<file path="src/design/oscdc_consts.svh">
// constants for oscillator source and divider control
// Function
// - hold ten-bit relaxation oscillator trim value driving capacitor switches
// - trim field loads from flash information row bits during reset
// - system clock divided by two to the power of low-power divide field
// - new low-power divide takes effect at next rising clock edge
// - pll input divided by pre-divide field plus one
// - any pre-divide change makes the pll lose lock
// - two-bit select picks primary, relaxation or secondary oscillator
// - source change is glitch-free and keeps both oscillators on meanwhile
// - relaxation control bit 7 enables relaxation oscillator, reset from strap
// - relaxation control bit 6 selects 400 kHz standby versus 8 MHz
// - external control bit 7 enables, bit 6 picks crystal or oscillator
// - external control bit 5 low power, bit 4 frequency range
// - rtc control holds enable, band, crystal and low-power bits
// - rtc control bit 0 picks system clock or rtc oscillator
// - watchdog clock control accepts only first write after reset
// - watchdog clock control survives warm reset, cleared only by power-on
// - stop-control bit one gates relaxation feed to watchdog in stop
// - watchdog source bit picks half system clock or relaxation oscillator
// - once relaxation picked for watchdog, low source-select bit cannot set
`ifndef OSCDC_CONSTS_SVH
`define OSCDC_CONSTS_SVH
`define OSCDC_ADDR_TRIM      12'h000
`define OSCDC_ADDR_LPDIV     12'h004
`define OSCDC_ADDR_PREDIV    12'h008
`define OSCDC_ADDR_SRCSEL    12'h00C
`define OSCDC_ADDR_RELAX     12'h010
`define OSCDC_ADDR_EXTOSC    12'h014
`define OSCDC_ADDR_RTC       12'h018
`define OSCDC_ADDR_WDOG      12'h01C
`define OSCDC_ADDR_STATUS    12'h020
`define OSCDC_MASK_TRIM      32'h0000_03FF
`define OSCDC_MASK_LPDIV     32'h0000_000F
`define OSCDC_MASK_PREDIV    32'h0000_0007
`define OSCDC_MASK_SRCSEL    32'h0000_0003
`define OSCDC_MASK_RELAX     32'h0000_00C0
`define OSCDC_MASK_EXTOSC    32'h0000_00F0
`define OSCDC_MASK_RTC       32'h0000_001F
`define OSCDC_MASK_WDOG      32'h0000_000A
`define OSCDC_BIT_HI_EN      7
`define OSCDC_BIT_HI_6       6
`define OSCDC_BIT_EXT_LP     5
`define OSCDC_BIT_EXT_RANGE  4
`define OSCDC_BIT_RTC_EN     4
`define OSCDC_BIT_RTC_BAND   3
`define OSCDC_BIT_RTC_CRYSTAL_VS_OSCILLATOR   2
`define OSCDC_BIT_RTC_LP     1
`define OSCDC_BIT_RTC_SRC    0
`define OSCDC_BIT_WD_STOP    1
`define OSCDC_BIT_WD_SRC     3
`define OSCDC_RST_LPDIV      4'h0
`define OSCDC_RST_PREDIV     3'h0
`define OSCDC_RST_RTC        5'h00
`define OSCDC_RST_WDOG       2'h0
`define OSCDC_SW_SETTLE      4'h4
`endif

</file>
<file path="src/design/oscdc_pkg.sv">
// types for oscillator source and divider control
package oscdc_pkg;
   typedef enum logic [1:0] {OSCDC_SRC_PRIMARY, OSCDC_SRC_RELAX, OSCDC_SRC_SECONDARY} oscdc_src_type;
   typedef enum {OSCDC_SW_IDLE, OSCDC_SW_HOLD} oscdc_sw_type;
endpackage : oscdc_pkg

</file>
<file path="src/design/oscdc_top.sv">
// oscillator source, divider and watchdog clock control with apb slave
//
// Implementation choices: the address map and the APB register port.
`include "oscdc_consts.svh"
`timescale 1ns/1ps
`default_nettype none
module oscdc_top #(
   parameter int SETTLE_CYCLES = 4
) (
   input  wire logic        ref_clk,
   input  wire logic        nrst,
   input  wire logic        por_nrst,
   input  wire logic        psel,
   input  wire logic        penable,
   input  wire logic        pwrite,
   input  wire logic [11:0] paddr,
   input  wire logic [31:0] pwdata,
   output logic      [31:0] prdata,
   output logic             pready,
   output logic             pslverr,
   input  wire logic [9:0]  flash_trim,
   input  wire logic [1:0]  strap_src,
   input  wire logic        strap_relax_on,
   input  wire logic        strap_ext_on,
   input  wire logic        strap_crystal,
   input  wire logic        stop_mode,
   output logic [9:0]       trim_value,
   output logic [3:0]       low_power_divide,
   output logic             sys_clk_en,
   output logic [2:0]       pre_divide,
   output logic             pll_lose_lock,
   output logic [1:0]       pll_src_sel,
   output logic             switching,
   output logic             relax_osc_on,
   output logic             relax_osc_standby,
   output logic             osc_power_on,
   output logic             crystal_vs_oscillator,
   output logic             low_power_drive,
   output logic             ext_range_high,
   output logic             rtc_osc_on,
   output logic             rtc_freq_band,
   output logic             rtc_crystal,
   output logic             rtc_low_power,
   output logic             rtc_source_pick,
   output logic             watchdog_feed_in_stop,
   output logic             watchdog_source_pick,
   output logic             watchdog_relax_feed
);
   initial begin
      if (SETTLE_CYCLES < 1 || SETTLE_CYCLES > 255) $error("SETTLE_CYCLES out of range");
   end

   logic [9:0]  trim_reg;
   logic [3:0]  lpdiv_reg;
   logic [2:0]  prediv_reg;
   logic [1:0]  srcsel_reg;
   logic [1:0]  relax_reg;
   logic [3:0]  ext_reg;
   logic [4:0]  rtc_reg;
   logic [1:0]  wdog_reg;
   logic        wdog_locked_reg;
   logic [1:0]  active_src_reg;
   logic [7:0]  settle_cnt_reg;
   logic [14:0] div_cnt_reg;
   logic        lose_lock_reg;
   oscdc_pkg::oscdc_sw_type sw_state_reg;

   logic wr;
   logic rd;
   assign wr = psel && penable && pwrite;
   assign rd = psel && penable && !pwrite;
   assign pready = 1'b1;

   function automatic logic hit(input logic [11:0] a, input logic [11:0] ref_a);
      hit = (a == ref_a);
   endfunction : hit

   logic mapped;
   always_comb begin
      mapped = hit(paddr, `OSCDC_ADDR_TRIM) || hit(paddr, `OSCDC_ADDR_LPDIV) ||
               hit(paddr, `OSCDC_ADDR_PREDIV) || hit(paddr, `OSCDC_ADDR_SRCSEL) ||
               hit(paddr, `OSCDC_ADDR_RELAX) || hit(paddr, `OSCDC_ADDR_EXTOSC) ||
               hit(paddr, `OSCDC_ADDR_RTC) || hit(paddr, `OSCDC_ADDR_WDOG) ||
               hit(paddr, `OSCDC_ADDR_STATUS);
   end
   assign pslverr = psel && penable && !mapped;

   // trim loads from flash row while reset is held
   always_ff @(posedge ref_clk) begin
      if (!nrst) begin
         trim_reg <= flash_trim;
      end else if (wr && hit(paddr, `OSCDC_ADDR_TRIM)) begin
         trim_reg <= pwdata[9:0];
      end
   end

   always_ff @(posedge ref_clk) begin
      if (!nrst) begin
         lpdiv_reg <= `OSCDC_RST_LPDIV;
      end else if (wr && hit(paddr, `OSCDC_ADDR_LPDIV)) begin
         lpdiv_reg <= pwdata[3:0];
      end
   end

   // pre-divide; any change of value drops pll lock
   always_ff @(posedge ref_clk) begin
      if (!nrst) begin
         prediv_reg    <= `OSCDC_RST_PREDIV;
         lose_lock_reg <= 1'b0;
      end else begin
         lose_lock_reg <= 1'b0;
         if (wr && hit(paddr, `OSCDC_ADDR_PREDIV)) begin
            prediv_reg    <= pwdata[2:0];
            lose_lock_reg <= (pwdata[2:0] != prediv_reg);
         end
      end
   end
   assign pll_lose_lock = lose_lock_reg || (stop_mode && !osc_power_on);

   // straps are caught by the clocked reset branch
   always_ff @(posedge ref_clk) begin
      if (!nrst) begin
         srcsel_reg <= strap_src;
      end else if (wr && hit(paddr, `OSCDC_ADDR_SRCSEL)) begin
         srcsel_reg[1] <= pwdata[1];
         srcsel_reg[0] <= pwdata[0] && !(wdog_reg[1] && !srcsel_reg[0]) ? 1'b1 :
                          (pwdata[0] ? srcsel_reg[0] : 1'b0);
      end
   end

   always_ff @(posedge ref_clk) begin
      if (!nrst) begin
         relax_reg <= {strap_relax_on, 1'b0};
      end else if (wr && hit(paddr, `OSCDC_ADDR_RELAX)) begin
         relax_reg <= {pwdata[`OSCDC_BIT_HI_EN], pwdata[`OSCDC_BIT_HI_6]};
      end
   end

   always_ff @(posedge ref_clk) begin
      if (!nrst) begin
         ext_reg <= {strap_ext_on, strap_crystal, 2'b00};
      end else if (wr && hit(paddr, `OSCDC_ADDR_EXTOSC)) begin
         ext_reg <= pwdata[7:4];
      end
   end

   always_ff @(posedge ref_clk) begin
      if (!nrst) begin
         rtc_reg <= `OSCDC_RST_RTC;
      end else if (wr && hit(paddr, `OSCDC_ADDR_RTC)) begin
         rtc_reg <= pwdata[4:0];
      end
   end

   // watchdog control: power-on reset only, one write per reset
   always_ff @(posedge ref_clk) begin
      if (!por_nrst) begin
         wdog_reg <= `OSCDC_RST_WDOG;
      end else if (wr && hit(paddr, `OSCDC_ADDR_WDOG) && !wdog_locked_reg) begin
         wdog_reg <= {pwdata[`OSCDC_BIT_WD_SRC], pwdata[`OSCDC_BIT_WD_STOP]};
      end
   end

   always_ff @(posedge ref_clk) begin
      if (!nrst || !por_nrst) begin
         wdog_locked_reg <= 1'b0;
      end else if (wr && hit(paddr, `OSCDC_ADDR_WDOG)) begin
         wdog_locked_reg <= 1'b1;
      end
   end

   // glitch-free changeover: hold output, settle, then adopt new source
   always_ff @(posedge ref_clk) begin
      if (!nrst) begin
         sw_state_reg   <= oscdc_pkg::OSCDC_SW_IDLE;
         active_src_reg <= strap_src;
         settle_cnt_reg <= 8'h00;
      end else begin
         case (sw_state_reg)
            oscdc_pkg::OSCDC_SW_IDLE: begin
               if (srcsel_reg != active_src_reg) begin
                  sw_state_reg   <= oscdc_pkg::OSCDC_SW_HOLD;
                  settle_cnt_reg <= 8'(SETTLE_CYCLES - 1);
               end
            end
            oscdc_pkg::OSCDC_SW_HOLD: begin
               if (settle_cnt_reg == 8'h00) begin
                  active_src_reg <= srcsel_reg;
                  sw_state_reg   <= oscdc_pkg::OSCDC_SW_IDLE;
               end else begin
                  settle_cnt_reg <= settle_cnt_reg - 8'h01;
               end
            end
            default: sw_state_reg <= oscdc_pkg::OSCDC_SW_IDLE;
         endcase
      end
   end
   assign switching = (sw_state_reg == oscdc_pkg::OSCDC_SW_HOLD);

   // power-of-two divider enable
   always_ff @(posedge ref_clk) begin
      if (!nrst) begin
         div_cnt_reg <= 15'h0000;
      end else begin
         div_cnt_reg <= div_cnt_reg + 15'h0001;
      end
   end
   always_comb begin
      sys_clk_en = ((div_cnt_reg & ((15'h0001 << lpdiv_reg) - 15'h0001)) == 15'h0000);
   end

   assign trim_value            = trim_reg;
   assign low_power_divide      = lpdiv_reg;
   assign pre_divide            = prediv_reg;
   assign pll_src_sel           = active_src_reg;
   assign relax_osc_on          = relax_reg[1] || switching;
   assign relax_osc_standby     = relax_reg[0];
   assign osc_power_on          = ext_reg[3] || switching;
   assign crystal_vs_oscillator = ext_reg[2];
   assign low_power_drive       = ext_reg[1];
   assign ext_range_high        = ext_reg[0];
   assign rtc_osc_on            = rtc_reg[`OSCDC_BIT_RTC_EN];
   assign rtc_freq_band         = rtc_reg[`OSCDC_BIT_RTC_BAND];
   assign rtc_crystal           = rtc_reg[`OSCDC_BIT_RTC_CRYSTAL_VS_OSCILLATOR];
   assign rtc_low_power         = rtc_reg[`OSCDC_BIT_RTC_LP];
   assign rtc_source_pick       = rtc_reg[`OSCDC_BIT_RTC_SRC];
   assign watchdog_feed_in_stop = wdog_reg[0];
   assign watchdog_source_pick  = wdog_reg[1];
   assign watchdog_relax_feed   = relax_reg[1] && (!stop_mode || wdog_reg[0]);

   always_comb begin
      prdata = 32'h0000_0000;
      if (rd) begin
         case (paddr)
            `OSCDC_ADDR_TRIM:   prdata = {22'h00_0000, trim_reg};
            `OSCDC_ADDR_LPDIV:  prdata = {28'h000_0000, lpdiv_reg};
            `OSCDC_ADDR_PREDIV: prdata = {29'h0000_0000, prediv_reg};
            `OSCDC_ADDR_SRCSEL: prdata = {30'h0000_0000, srcsel_reg};
            `OSCDC_ADDR_RELAX:  prdata = {24'h00_0000, relax_reg, 6'h00};
            `OSCDC_ADDR_EXTOSC: prdata = {24'h00_0000, ext_reg, 4'h0};
            `OSCDC_ADDR_RTC:    prdata = {27'h000_0000, rtc_reg};
            `OSCDC_ADDR_WDOG:   prdata = {28'h000_0000, wdog_reg[1], 1'b0, wdog_reg[0], 1'b0};
            `OSCDC_ADDR_STATUS: prdata = {29'h0000_0000, switching, active_src_reg};
            default:            prdata = 32'h0000_0000;
         endcase
      end
   end
endmodule : oscdc_top
`default_nettype wire

</file>
<file path="config.mk">
export PLATFORM = sky130hd
export DESIGN_NAME = oscdc_top
export DESIGN_NICKNAME = d
export VERILOG_FILES = /design/src/design/oscdc_pkg.sv /design/src/design/oscdc_top.sv
export VERILOG_INCLUDE_DIRS = /design/src /design/src/design
export SDC_FILE = /design/constraint.sdc
export NUM_CORES = 1
export LEC_CHECK = 0
export ABC_AREA = 1
export BUFFER_PORTS_ARGS = -buffer_cell sky130_fd_sc_hd__buf_2
export CORE_MARGIN = 2
export CORE_UTILIZATION = 48
export CTS_BUF_LIST = sky130_fd_sc_hd__clkbuf_4
export DETAILED_ROUTE_END_ITERATION = 16
export GPL_ROUTABILITY_DRIVEN = 0
export GPL_TIMING_DRIVEN = 0
export PLACE_DENSITY_LB_ADDON = 0.1
export SLEW_MARGIN = 5
export SYNTH_ARGS = -nofsm -noshare
export SYNTH_HDL_FRONTEND = slang
export SYNTH_SLANG_ARGS = --single-unit
</file>
<file path="constraint.sdc">
create_clock -name ref_clk -period 2.7 [get_ports ref_clk]
set_input_delay 0.135 -clock ref_clk [delete_from_list [all_inputs] [get_ports ref_clk]]
set_output_delay 0.135 -clock ref_clk [all_outputs]
set_load 0.02 [all_outputs]
</file>
# Yosys cells after proc, flatten, opt, wreduce, memory -nomap -nowiden

Index checks and enable logic that the tools add are counted.

Register bits: 91
Input port bits: 66
Output and inout port bits: 70
Word-level logic and storage cells: 114

Add/sub/neg operators: 3
Eq/ne operators: 22
Shift operators: 1
Multiplexer cells: 21
Bitwise logic cells: 1
Reduce and logical (&&, ||, !) cells: 49

Operator list:

| operator                                              | count |
|---|---|
| case mux 10 bit (9 select lines)                      | 1 |
| two-way mux 32 bit                                    | 2 |
| case mux 32 bit (2 select lines)                      | 1 |
| equality test 12 x 5 -> 1 bit (second input constant) | 4 |
| equality test 32 x 1 -> 1 bit (second input constant) | 1 |
| equality test 32 x 2 -> 1 bit (second input constant) | 1 |
| zero test 32 bit                                      | 1 |
| two-way mux 10 bit                                    | 3 |
| equality test 12 x 4 -> 1 bit (second input constant) | 2 |
| logical AND 1 bit                                     | 17 |
| two-way mux 8 bit                                     | 2 |
| case mux 8 bit (2 select lines)                       | 1 |
| adder 15 x 1 -> 15 bit (second input constant)        | 1 |
| AND 15 bit                                            | 1 |
| zero test 15 bit                                      | 1 |
| left shift 1 x 4 -> 15 bit (first input constant)     | 1 |
| subtractor 15 x 1 -> 15 bit (second input constant)   | 1 |
| two-way mux 2 bit                                     | 7 |
| logical OR 1 bit                                      | 13 |
| equality test 12 x 3 -> 1 bit (second input constant) | 1 |
| equality test 12 x 6 -> 1 bit (second input constant) | 1 |
| zero test 12 bit                                      | 1 |
| != test 2 x 1 -> 1 bit (second input constant)        | 6 |
| zero test 1 bit                                       | 9 |
| 11 further kinds                                      | 18 |

# Logic depth before layout (Yosys ltp)

Gate-level depths: netlist of run 1.

Word-level depth: 11
Mapped depth: 12

# Worst setup path after synthesis of run 1

Ideal clock, no wire load.

Kind: flip-flop to output port
Start point: reg lpdiv_reg[1], in the netlist low_power_divide[1]
End point: out sys_clk_en
Data arrival time: 1.795 ns
Required time: 2.565 ns
Setup slack: 0.770 ns
Stages on the path, launching flop included: 13
Cells stage by stage: dfxtp_1 buf_2 nor2_1 nand2_1 ha_1 inv_1 a21oi_4 nand2_1 nand2_1 inv_1 a21oi_1 nand2_1 nor2_1

Word-level cells in the longest chain between the ends: 4

RTL lines:

| element                     | line             | source |
|---|---|---|
| from (decl)                 | oscdc_top.sv:54  | `logic [3:0] lpdiv_reg;` |
| from (signal assigned)      | oscdc_top.sv:99  | `` lpdiv_reg <= `OSCDC_RST_LPDIV; `` |
| from (signal assigned)      | oscdc_top.sv:101 | `lpdiv_reg <= pwdata[3:0];` |
| left shift 1 x 4 -> 15 bit  | oscdc_top.sv:209 | `sys_clk_en = ((div_cnt_reg & ((15'h0001 << lpdiv_reg) - 15'h0001)) == 15'h0000);` |
| subtractor 15 x 1 -> 15 bit | oscdc_top.sv:209 |  |
| AND 15 bit                  | oscdc_top.sv:209 |  |
| zero test 15 bit            | oscdc_top.sv:209 |  |
| to (decl)                   | oscdc_top.sv:29  | `output logic sys_clk_en,` |

No other way between the ends.

# Worst setup path after layout of run 1

Same ends and word-level chain as after synthesis.

==> results.py, run 1 <==
metrics = {
    "floorplan": {
        "core_um2": 7770,
        "die_w_um": 93.6,
        "dieArea_um2": 8760,
        "num_io_pins": 136,
        "num_rows": 32,
        "die_h_um": 93.6,
        "start_util_pct": 49.6,
    },
    "worst_setup_path": {
        "worstSetupPathType": "reg -> out",
        "path_cells": "buf_2 -> nor2_1 -> nand2_1 -> ha_1 -> inv_1 -> nor2_1 -> nand2_1 -> a21boi_0 -> nor2_1 -> nand2_1 -> nor2_1 -> buf_2",
        "critPathMaxStageDelay_ps": 340,
        "path_max_fanout": 8,
        "cp_data_required_time_ps": 2570,
        "arrival_ps": 2320,
        "start_kind": "register",
        "cp_slowest_cell": "dfxtp_1",
        "crit_top_cell": "nor2_1",
        "cp-end-kind": "output port",
    },
    "clock_network": {
        "cts_made_buffers": 9,
        "cts_tree": "built",
        "clock_latency_ps": 430,
        "cts_setup_buffers": 0,
        "clkSinkCount": 60,
        "clk_path_buf_depth": 2,
        "cts.clk_slew.worst_paths_ps": 120,
        "root_buffer": "clkbuf_4",
        "cts.htree.levels": 3,
    },
    "grt": {
        "grt_pass1_wl_mm": 16.3,
        "first_global_vias": 3459,
        "grt_max_degree": 13,
        "antenna_found_initial": 0,
        "grt_overflow_total": 0,
        "grt_util_all_layers_pct": 24.0,
    },
    "yosys": {
        "ys_ff_latch": 60,
        "ys_top_cells_by_area": "dfxtp_1 (22%), edfxtp_1 (13%), nand2_1 (13%), inv_1 (6.4%), nor2_1 (5.6%)",
        "syn_area_per_cell_um2": 6.97,
        "ys.flop_type": "dfxtp_1",
        "yosysMostFrequentCell": "nand2_1",
        "syn-cell-area_um2": 3850,
        "synth_edf_count": 17,
        "async_reset_ff_share_pct": 0,
        "seq_area_frac_synth_pct": 35.6,
        "yosysWarnings": 0,
        "yosys-top-cells-count": "nand2_1 (131), inv_1 (66), nor2_1 (57), dfxtp_1 (43)",
        "yosysUniqueCellTypes": 41,
        "yosysTopAreaCell": "dfxtp_1",
        "synth_top_area_share_pct": 22.3,
        "synthCells": 553,
    },
    "sta": {
        "relSlewSlack_pct": 59.0,
        "finalSetupTns_ps": 0,
        "finalHoldViolations": 0,
        "post-route-period-util_pct": 91.0,
        "skew_ps": 14.9,
        "slew_violations": 0,
        "finalCriticalPeriod_ps": 2460,
        "setup_viol": 0,
        "fmax_mhz": 407,
        "rsz0062_at_grt": "no",
        "tightest_slew_ps": 615,
    },
    "layout": {
        "num-nets-final": 766,
        "area_growth_pct": 26.2,
        "regArea_um2": 1370,
        "multiInputGateArea_um2": 2060,
        "drive_above_1_share_pct": 25.5,
        "largest_reg_flops": 15,
        "nFillCells": 757,
        "n_antenna_cell": 0,
        "utilization_pct": 62.6,
    },
    "drt": {
        "drt_wl_total_mm": 10.5,
        "route.detailed.drc": 0,
        "vias": 3996,
        "dr.pass1.iters": 5,
        "post_drt_wl_per_cell_um": 13.1,
        "routed_via_density": 4.98,
        "postRouteAntennaNets": 0,
        "dr.first_iter.drc_count": 208,
    },
    "placement": {
        "dp_hpwl_mm": 7.92,
        "portBuffers": 89,
    },
    "power": {
        "p_leak_uw": 0.00233,
        "power_density_nw_per_um2": 478,
        "ir_drop_mv": 0.392,
    },
    "min_path": {
        "hold_path_class": "in -> reg",
    },
    "flow_run": {
        "cap_violations": 0,
    },
    "outcome": {
        "outcome": "completed",
    },
}
critical path, delay by kind of cell, from the launching register on:
kind | cells | cell delay, ps
simple gates | 7 | 740
buf+inv | 3 | 490
flops | 1 | 340
fa+ha+maj | 1 | 240
compound gates | 1 | 80
cell type report:
type                    count  share of cell area, %
clock buffers               9                   1.39
clock inverters             7                   1.52
repair buffers            111                   13.6
well taps                 102                   2.62
inverters                  73                   5.74
plain buffers              33                   4.55
multi-input cells         408                   42.4
flip-flops and latches     60                   28.2
placed cells by master, fill, tap and decap left out, types with 2 or more instances in the layout:
cell type	n
nand3_2	4
o21ai_0	35
inv_1	66
edfxtp_1	17
a31oi_1	2
nand4_1	14
dlygate4sd3_1	21
a22oi_1	3
clkbuf_1	6
nand2_4	4
nor2_2	10
a21oi_1	38
inv_6	2
a211oi_1	2
nor3_1	4
inv_2	4
inv_4	2
nor2_4	8
nand2_1	131
nand2_2	6
dfxtp_1	43
nor2_1	57
ha_1	4
o21ai_1	4
buf_4	24
xnor2_1	2
nor2_8	2
nand3_1	38
xor2_1	5
clkbuf_4	9
clkinv_2	2
nor3_2	3
conb_1	23
buf_2	92
power by group:
part	switching (uW)	internal (uW)	leakage [uW]	total [uW]
sequential	49.9	992	0.000515	1040
combinational	375	226	0.00174	601
clock	396	286	0.0000767	682
total	821	1510	0.00233	2330
layer usage:
metal | GRT usage [%] | wire (um)
met4 | 10.3 | 175
met2 | 39.3 | 5010
met3 | 5.24 | 895
met1 | 30.5 | 4430
met5 | 0 | 0
final timing paths:
path | from | to | slack (ps) | cells after the start
min | pwdata[7] | trim_value[7] | 20 | 3
max | low_power_divide[1] | sys_clk_en | 240 | 12
max reg2reg | div_cnt_reg[0] | div_cnt_reg[14] | 1140 | 9
min reg2reg | rtc_reg[1] | rtc_reg[1] | 470 | 2
repair_timing:
action                                 in CTS  in global routing
hold buffers                               21                  0
gates resized for setup                     0                  0
endpoints found under the hold margin      20                  0
metrics by stage:
step                total power, uW  hold WS (ps)  instances  setup WS (ps)  area, um^2
floorplan                      1470           255        574            770        3930
finish                         2330          20.1        803            244        4860
global placement               1610           396        765           98.1        4510
detailed placement             1630           402        766            716        4510
CTS                            2330          12.3        803            210        4860
global route                   2450          15.7        803           90.4        4860
cells by family (layout without fill, tap and decap cells):
group,Yosys count,in the layout,share of synthesized area [%]
buffers and inverters,106,233,13.0
other,2,23,0.195
DFF,60,60,35.6
adders and majority gates,4,4,1.30
xor gates and xnor gates,7,7,1.59
AOI/OAI and AO/OA,90,90,12.7
and+or+nand+nor,284,284,35.6
Power figures use the tool's default switching activity.
==> run 2: changes to the inputs <==
--- a/config.mk
+++ b/config.mk
@@ -8,9 +8,9 @@
 export LEC_CHECK = 0
 export ABC_AREA = 1
-export BUFFER_PORTS_ARGS = -buffer_cell sky130_fd_sc_hd__buf_2
 export CORE_MARGIN = 2
 export CORE_UTILIZATION = 48
 export CTS_BUF_LIST = sky130_fd_sc_hd__clkbuf_4
 export DETAILED_ROUTE_END_ITERATION = 16
+export DONT_BUFFER_PORTS = 1
 export GPL_ROUTABILITY_DRIVEN = 0
 export GPL_TIMING_DRIVEN = 0
==> constraint.sdc (replaced) <==
create_clock -name ref_clk -period 2.7 [get_ports ref_clk]
set_input_delay 0.54 -clock ref_clk [delete_from_list [all_inputs] [get_ports ref_clk]]
set_output_delay 0.54 -clock ref_clk [all_outputs]
set_load 0.02 [all_outputs]
==> run 2 against run 1 <==
First-iteration DRC count is 0.48% lower; final cell count down 13%; worst setup slack got worse by 180 ps; clock power rose by 8.4%; non-clock buffer count down 101; cell area is 10% lower; critical endpoint unchanged; sequential share of layout area up 3.5 points.
==> results.py, run 2 (synthesis gave the netlist of run 1 again) <==
metrics = {
    "sta": {
        "relSlewSlack_pct": 58.5,
        "finalHoldViolations": 0,
        "tightest_slew_ps": 622,
        "finalCriticalPeriod_ps": 2630,
        "finalSetupTns_ps": 0,
        "post-route-period-util_pct": 97.5,
        "setup_viol": 0,
        "fmax_mhz": 380,
        "skew_ps": 12.5,
        "slew_violations": 0,
    },
    "power": {
        "share_seq_of_total_power_pct": 47.1,
        "power_density_nw_per_um2": 523,
        "netSwitchingPower_uw": 758,
        "clkPwrFrac_pct": 32.4,
        "p_int_uw": 1530,
        "netSwitchingFraction_pct": 33.2,
        "combPwrFrac_pct": 20.6,
        "ir_drop_mv": 0.273,
        "p_leak_uw": 0.00191,
    },
    "clock_network": {
        "cts_tree": "built",
        "cts_made_buffers": 9,
        "clk_path_buf_depth": 2,
        "root_buffer": "clkbuf_4",
        "clkSinkCount": 60,
        "cts.htree.levels": 3,
        "clock_latency_ps": 420,
        "cts.clk_slew.worst_paths_ps": 110,
    },
    "flow_run": {
        "cap_violations": 0,
    },
    "grt": {
        "grt_use_met1_pct": 28.1,
        "grt_max_degree": 12,
        "grt_util_all_layers_pct": 23.4,
        "first_global_vias": 3187,
        "gr-max-usage-layer": "met2",
        "grt_overflow_total": 0,
        "grt_pass1_wl_mm": 15.7,
        "use_met3_pct": 6.69,
        "antenna_found_initial": 0,
        "use_met2_pct": 40.3,
    },
    "floorplan": {
        "dieArea_um2": 8760,
        "num_io_pins": 136,
        "die_h_um": 93.6,
        "die_w_um": 93.6,
        "core_um2": 7770,
        "num_rows": 32,
        "start_util_pct": 49.6,
    },
    "drt": {
        "dr.pass1.iters": 5,
        "routed_via_density": 5.13,
        "postRouteAntennaNets": 0,
        "dr.first_iter.drc_count": 207,
        "vias": 3598,
        "route.detailed.drc": 0,
        "post_drt_wl_per_cell_um": 14.7,
        "drt_wl_total_mm": 10.3,
    },
    "outcome": {
        "outcome": "completed",
    },
    "min_path": {
        "hold_end": "wdog_reg[0]",
        "min_delay_path_depth": 2,
        "hold_path_class": "in -> reg",
        "hp-start": "por_nrst",
    },
    "worst_setup_path": {
        "start_kind": "register",
        "path_max_fanout": 5,
        "startpoint": "low_power_divide[2]",
        "cp-end-kind": "output port",
        "worstSetupPathType": "reg -> out",
        "reg2reg_to": "settle_cnt_reg[5]",
        "r2r_slack_ps": 1120,
        "arrival_ps": 2090,
        "reg2reg_from": "sw_state_reg[0]",
        "reg2reg_depth": 6,
        "cp_data_required_time_ps": 2160,
    },
    "layout": {
        "drive_above_1_share_pct": 18.2,
        "largest_reg_flops": 15,
        "final_common_cell": "nand2_1",
        "num-nets-final": 665,
        "final_cell_area_um2": 4360,
        "n_antenna_cell": 0,
        "area_growth_pct": 13.2,
        "final_cell_mix": "nand2_1 (130), inv_1 (65), nor2_1 (55)",
    },
    "placement": {
        "portBuffers": 0,
        "dp_hpwl_mm": 7.82,
        "dpl_cell_area_um2": 4070,
    },
}
[run 2: cell count changes in the layout (fill, tap and decap cells not counted), sizes merged]
cell / before / now
inv: 74 / 72
clkinv: 4 / 5
buf: 117 / 37
dlygate4sd3: 21 / 0
bufinv: 1 / 2
[run 2: critical path: stages, from the launching register on]
cell and delay [ps]:
dfxtp_4 390, buf_8 130, nor2_4 130, nand3_2 110, ha_4 270, o21ai_0 70
nor2_1 80, o21ai_1 70, nor2_1 140, nand2_1 110, nor2_4 160
[run 2: worst max path at each step]
stage / end / slack, ps / depth (start not counted)
final: sys_clk_en / 70 / 10
after global routing: sys_clk_en / -30 / 11
after CTS: sys_clk_en / 9 / 10
after detailed placement: sys_clk_en / 110 / 12
after global placement: trim_value[2] / -210 / 5
after floorplan: sys_clk_en / 360 / 12
[run 2: power by group through the flow]
stage               clock [uW]  sequential [uW]  combinational [uW]
floorplan                    0             1080                 389
global placement             0             1100                 458
detailed placement           0             1100                 466
CTS                        755             1080                 468
global route               804             1080                 530
finish                     739             1070                 469
[run 2: stage by stage]
| stage | util [%] | worst slack, ps | hold slack (ps) | total power [uW] | instances |
|---|---|---|---|---|---|
| detailed placement | 52.4 | 109 | 469 | 1560 | 677 |
| floorplan | - | 365 | 440 | 1470 | 574 |
| global route | 56.2 | -30.6 | 210 | 2420 | 702 |
| CTS | 55.1 | 9.19 | 210 | 2300 | 695 |
| global placement | 52.3 | -213 | 462 | 1550 | 676 |
| finish | 56.2 | 67.7 | 222 | 2280 | 702 |
[run 2: repair_timing]
action                     CTS  global route
buffers inserted             2             7
setup endpoints to repair    1             1
resized for setup           15             9
gates cloned                 0             0
hold endpoints to repair     0             0
hold buffers                 0             0
pin swaps                    4             7
[run 2: per-layer routing]
| metal | part of all wire [%] | wire (um) |
|---|---|---|
| met5 | 0 | 0 |
| met4 | 1.4 | 148 |
| met3 | 8.4 | 861 |
| met2 | 48 | 4970 |
| met1 | 42 | 4310 |
[run 2: layout make-up]
| cell class | count | area (um^2) |
|---|---|---|
| clock buffers | 9 | 67.6 |
| flip-flops and latches | 60 | 1380 |
| fillers | 778 | 3400 |
| clock inverters | 7 | 91.3 |
| inverters | 73 | 282 |
| plain buffers | 33 | 241 |
| repair buffers | 10 | 75.1 |
| well taps | 102 | 128 |
| multi-input cells | 408 | 2100 |
==> run 3: changes to the inputs <==
- clock period: 2.7 -> 3.23 ns (I/O delays scaled with it)
==> run 3 against run 2 <==
Clock skew up 2.1 ps; worst setup slack better by 120 ps; core utilization down 1.7 points; critical path depth up 2; wire length down 1.8%; final cell count down 1.3%; first-iteration DRC count down 23%; clock-buffer cell count unchanged; register-to-register slack better by 510 ps; power down 16%; global-route usage down 0.14 points; critical path type unchanged; largest cell class unchanged.
==> results.py, run 3 (synthesis gave the netlist of run 1 again) <==
metrics = {
    "clock_network": {
        "clk_path_buf_depth": 2,
        "cts_tree": "built",
        "clock_latency_ps": 420,
        "cts.clk_slew.worst_paths_ps": 120,
        "holdBufCountCts": 0,
        "cts.htree.levels": 3,
        "clkSinkCount": 60,
        "cts_setup_buffers": 0,
        "root_buffer": "clkbuf_4",
        "cts_made_buffers": 9,
        "cts-resized-gates": 0,
    },
    "placement": {
        "dpl_cell_area_um2": 4070,
        "dp_hpwl_mm": 7.82,
        "portBuffers": 0,
    },
    "power": {
        "netSwitchingPower_uw": 635,
        "ir_drop_mv": 0.229,
        "total_power_uw": 1910,
        "combPwrFrac_pct": 20.6,
        "p_leak_uw": 0.00186,
        "share_seq_of_total_power_pct": 47.1,
        "clkPwrFrac_pct": 32.3,
        "power_density_nw_per_um2": 452,
        "p_int_uw": 1280,
        "netSwitchingFraction_pct": 33.2,
    },
    "worst_setup_path": {
        "worstSetupPathType": "reg -> out",
        "cp_data_required_time_ps": 2580,
        "critPathMaxStageDelay_ps": 480,
        "crit_top_cell": "nand2_1",
        "cp_slowest_cell": "dfxtp_1",
        "start_kind": "register",
        "arrival_ps": 2400,
        "path_cells": "clkbuf_4 -> nor2_1 -> nand2_1 -> ha_1 -> inv_1 -> a21oi_4 -> nand2_1 -> nand2_1 -> inv_1 -> a21oi_1 -> nand2_1 -> nor2_2",
        "cp-end-kind": "output port",
        "path_max_fanout": 8,
    },
    "layout": {
        "num-nets-final": 656,
        "regArea_um2": 1370,
        "area_growth_pct": 9.81,
        "final_cell_area_um2": 4230,
        "multiInputGateArea_um2": 2060,
        "nFillCells": 786,
        "final_common_cell": "nand2_1",
        "n_antenna_cell": 0,
        "largest_reg_flops": 15,
        "final_cell_mix": "nand2_1 (131), inv_1 (66), nor2_1 (56)",
        "drive_above_1_share_pct": 15.4,
    },
    "grt": {
        "grt_max_degree": 12,
        "grt_overflow_total": 0,
        "antenna_found_initial": 0,
        "grt_pass1_wl_mm": 15.6,
        "grt_util_all_layers_pct": 23.2,
        "first_global_vias": 3166,
    },
    "floorplan": {
        "die_h_um": 93.6,
        "core_um2": 7770,
        "start_util_pct": 49.6,
        "num_io_pins": 136,
        "num_rows": 32,
        "die_w_um": 93.6,
        "dieArea_um2": 8760,
    },
    "sta": {
        "finalCriticalPeriod_ps": 3040,
        "tightest_slew_ps": 625,
        "setup_viol": 0,
        "finalHoldViolations": 0,
        "rsz0062_at_grt": "no",
        "post-route-period-util_pct": 94.2,
        "fmax_mhz": 329,
        "slew_violations": 0,
        "skew_ps": 14.7,
        "relSlewSlack_pct": 58.3,
        "finalSetupTns_ps": 0,
    },
    "outcome": {
        "outcome": "completed",
    },
    "flow_run": {
        "cap_violations": 0,
    },
    "drt": {
        "route.detailed.drc": 0,
        "post_drt_wl_per_cell_um": 14.6,
        "routed_via_density": 5.09,
        "dr.first_iter.drc_count": 159,
        "drt_wl_total_mm": 10.1,
        "dr.pass1.iters": 4,
        "vias": 3529,
        "postRouteAntennaNets": 0,
    },
    "min_path": {
        "hold_path_class": "in -> reg",
    },
}
-- run 3: layout make-up --
class | instances | share of cell area [%]
Buffer | 33 | 5.29
Multi-Input combinational cell | 408 | 48.8
Clock buffer | 9 | 1.60
Tap cell | 102 | 3.02
Timing Repair Buffer | 1 | 0.177
Sequential cell | 60 | 32.4
Inverter | 73 | 6.59
Clock inverter | 7 | 2.16
-- run 3: final timing paths --
path         slack, ps  cells after the start                end                start
max reg2reg       1630                      6  settle_cnt_reg[5]      sw_state_reg[0]
max                190                     12         sys_clk_en  low_power_divide[1]
min reg2reg        490                      2    wdog_locked_reg      wdog_locked_reg
min                330                      2        wdog_reg[0]             por_nrst
-- run 3: metal layers --
| layer | track usage (%) | wire length, um |
|---|---|---|
| met1 | 27.9 | 4300 |
| met2 | 40.1 | 4820 |
| met3 | 6.69 | 831 |
| met4 | 7.25 | 160 |
| met5 | 0 | 0 |
-- run 3: power by group through the flow --
stage          Clock (uW)  Combinational, uW  Sequential [uW]
2_1_floorplan           0                325              904
3_3_place_gp            0                382              917
3_5_place_dp            0                389              918
4_1_cts               631                391              901
5_1_grt               672                443              909
6_report              618                393              901
-- run 3: through the flow --
step	worst slack, ps	instances	hold WS, ps	utilization [%]
floorplan	789	574	440	-
global placement	211	676	462	52.3
detailed placement	533	677	469	52.4
CTS	57.3	693	316	54.4
global route	2.17	693	316	54.5
finish	187	693	329	54.5
-- run 3: worst max-delay path: cells and delay by family (launching register included) --
| family | cells | cell delay [ps] |
|---|---|---|
| buffers and inverters | 3 | 400 |
| and+or+nand+nor | 6 | 630 |
| adders and majority gates | 1 | 190 |
| AOI/OAI and AO/OA | 2 | 280 |
| DFF | 1 | 480 |
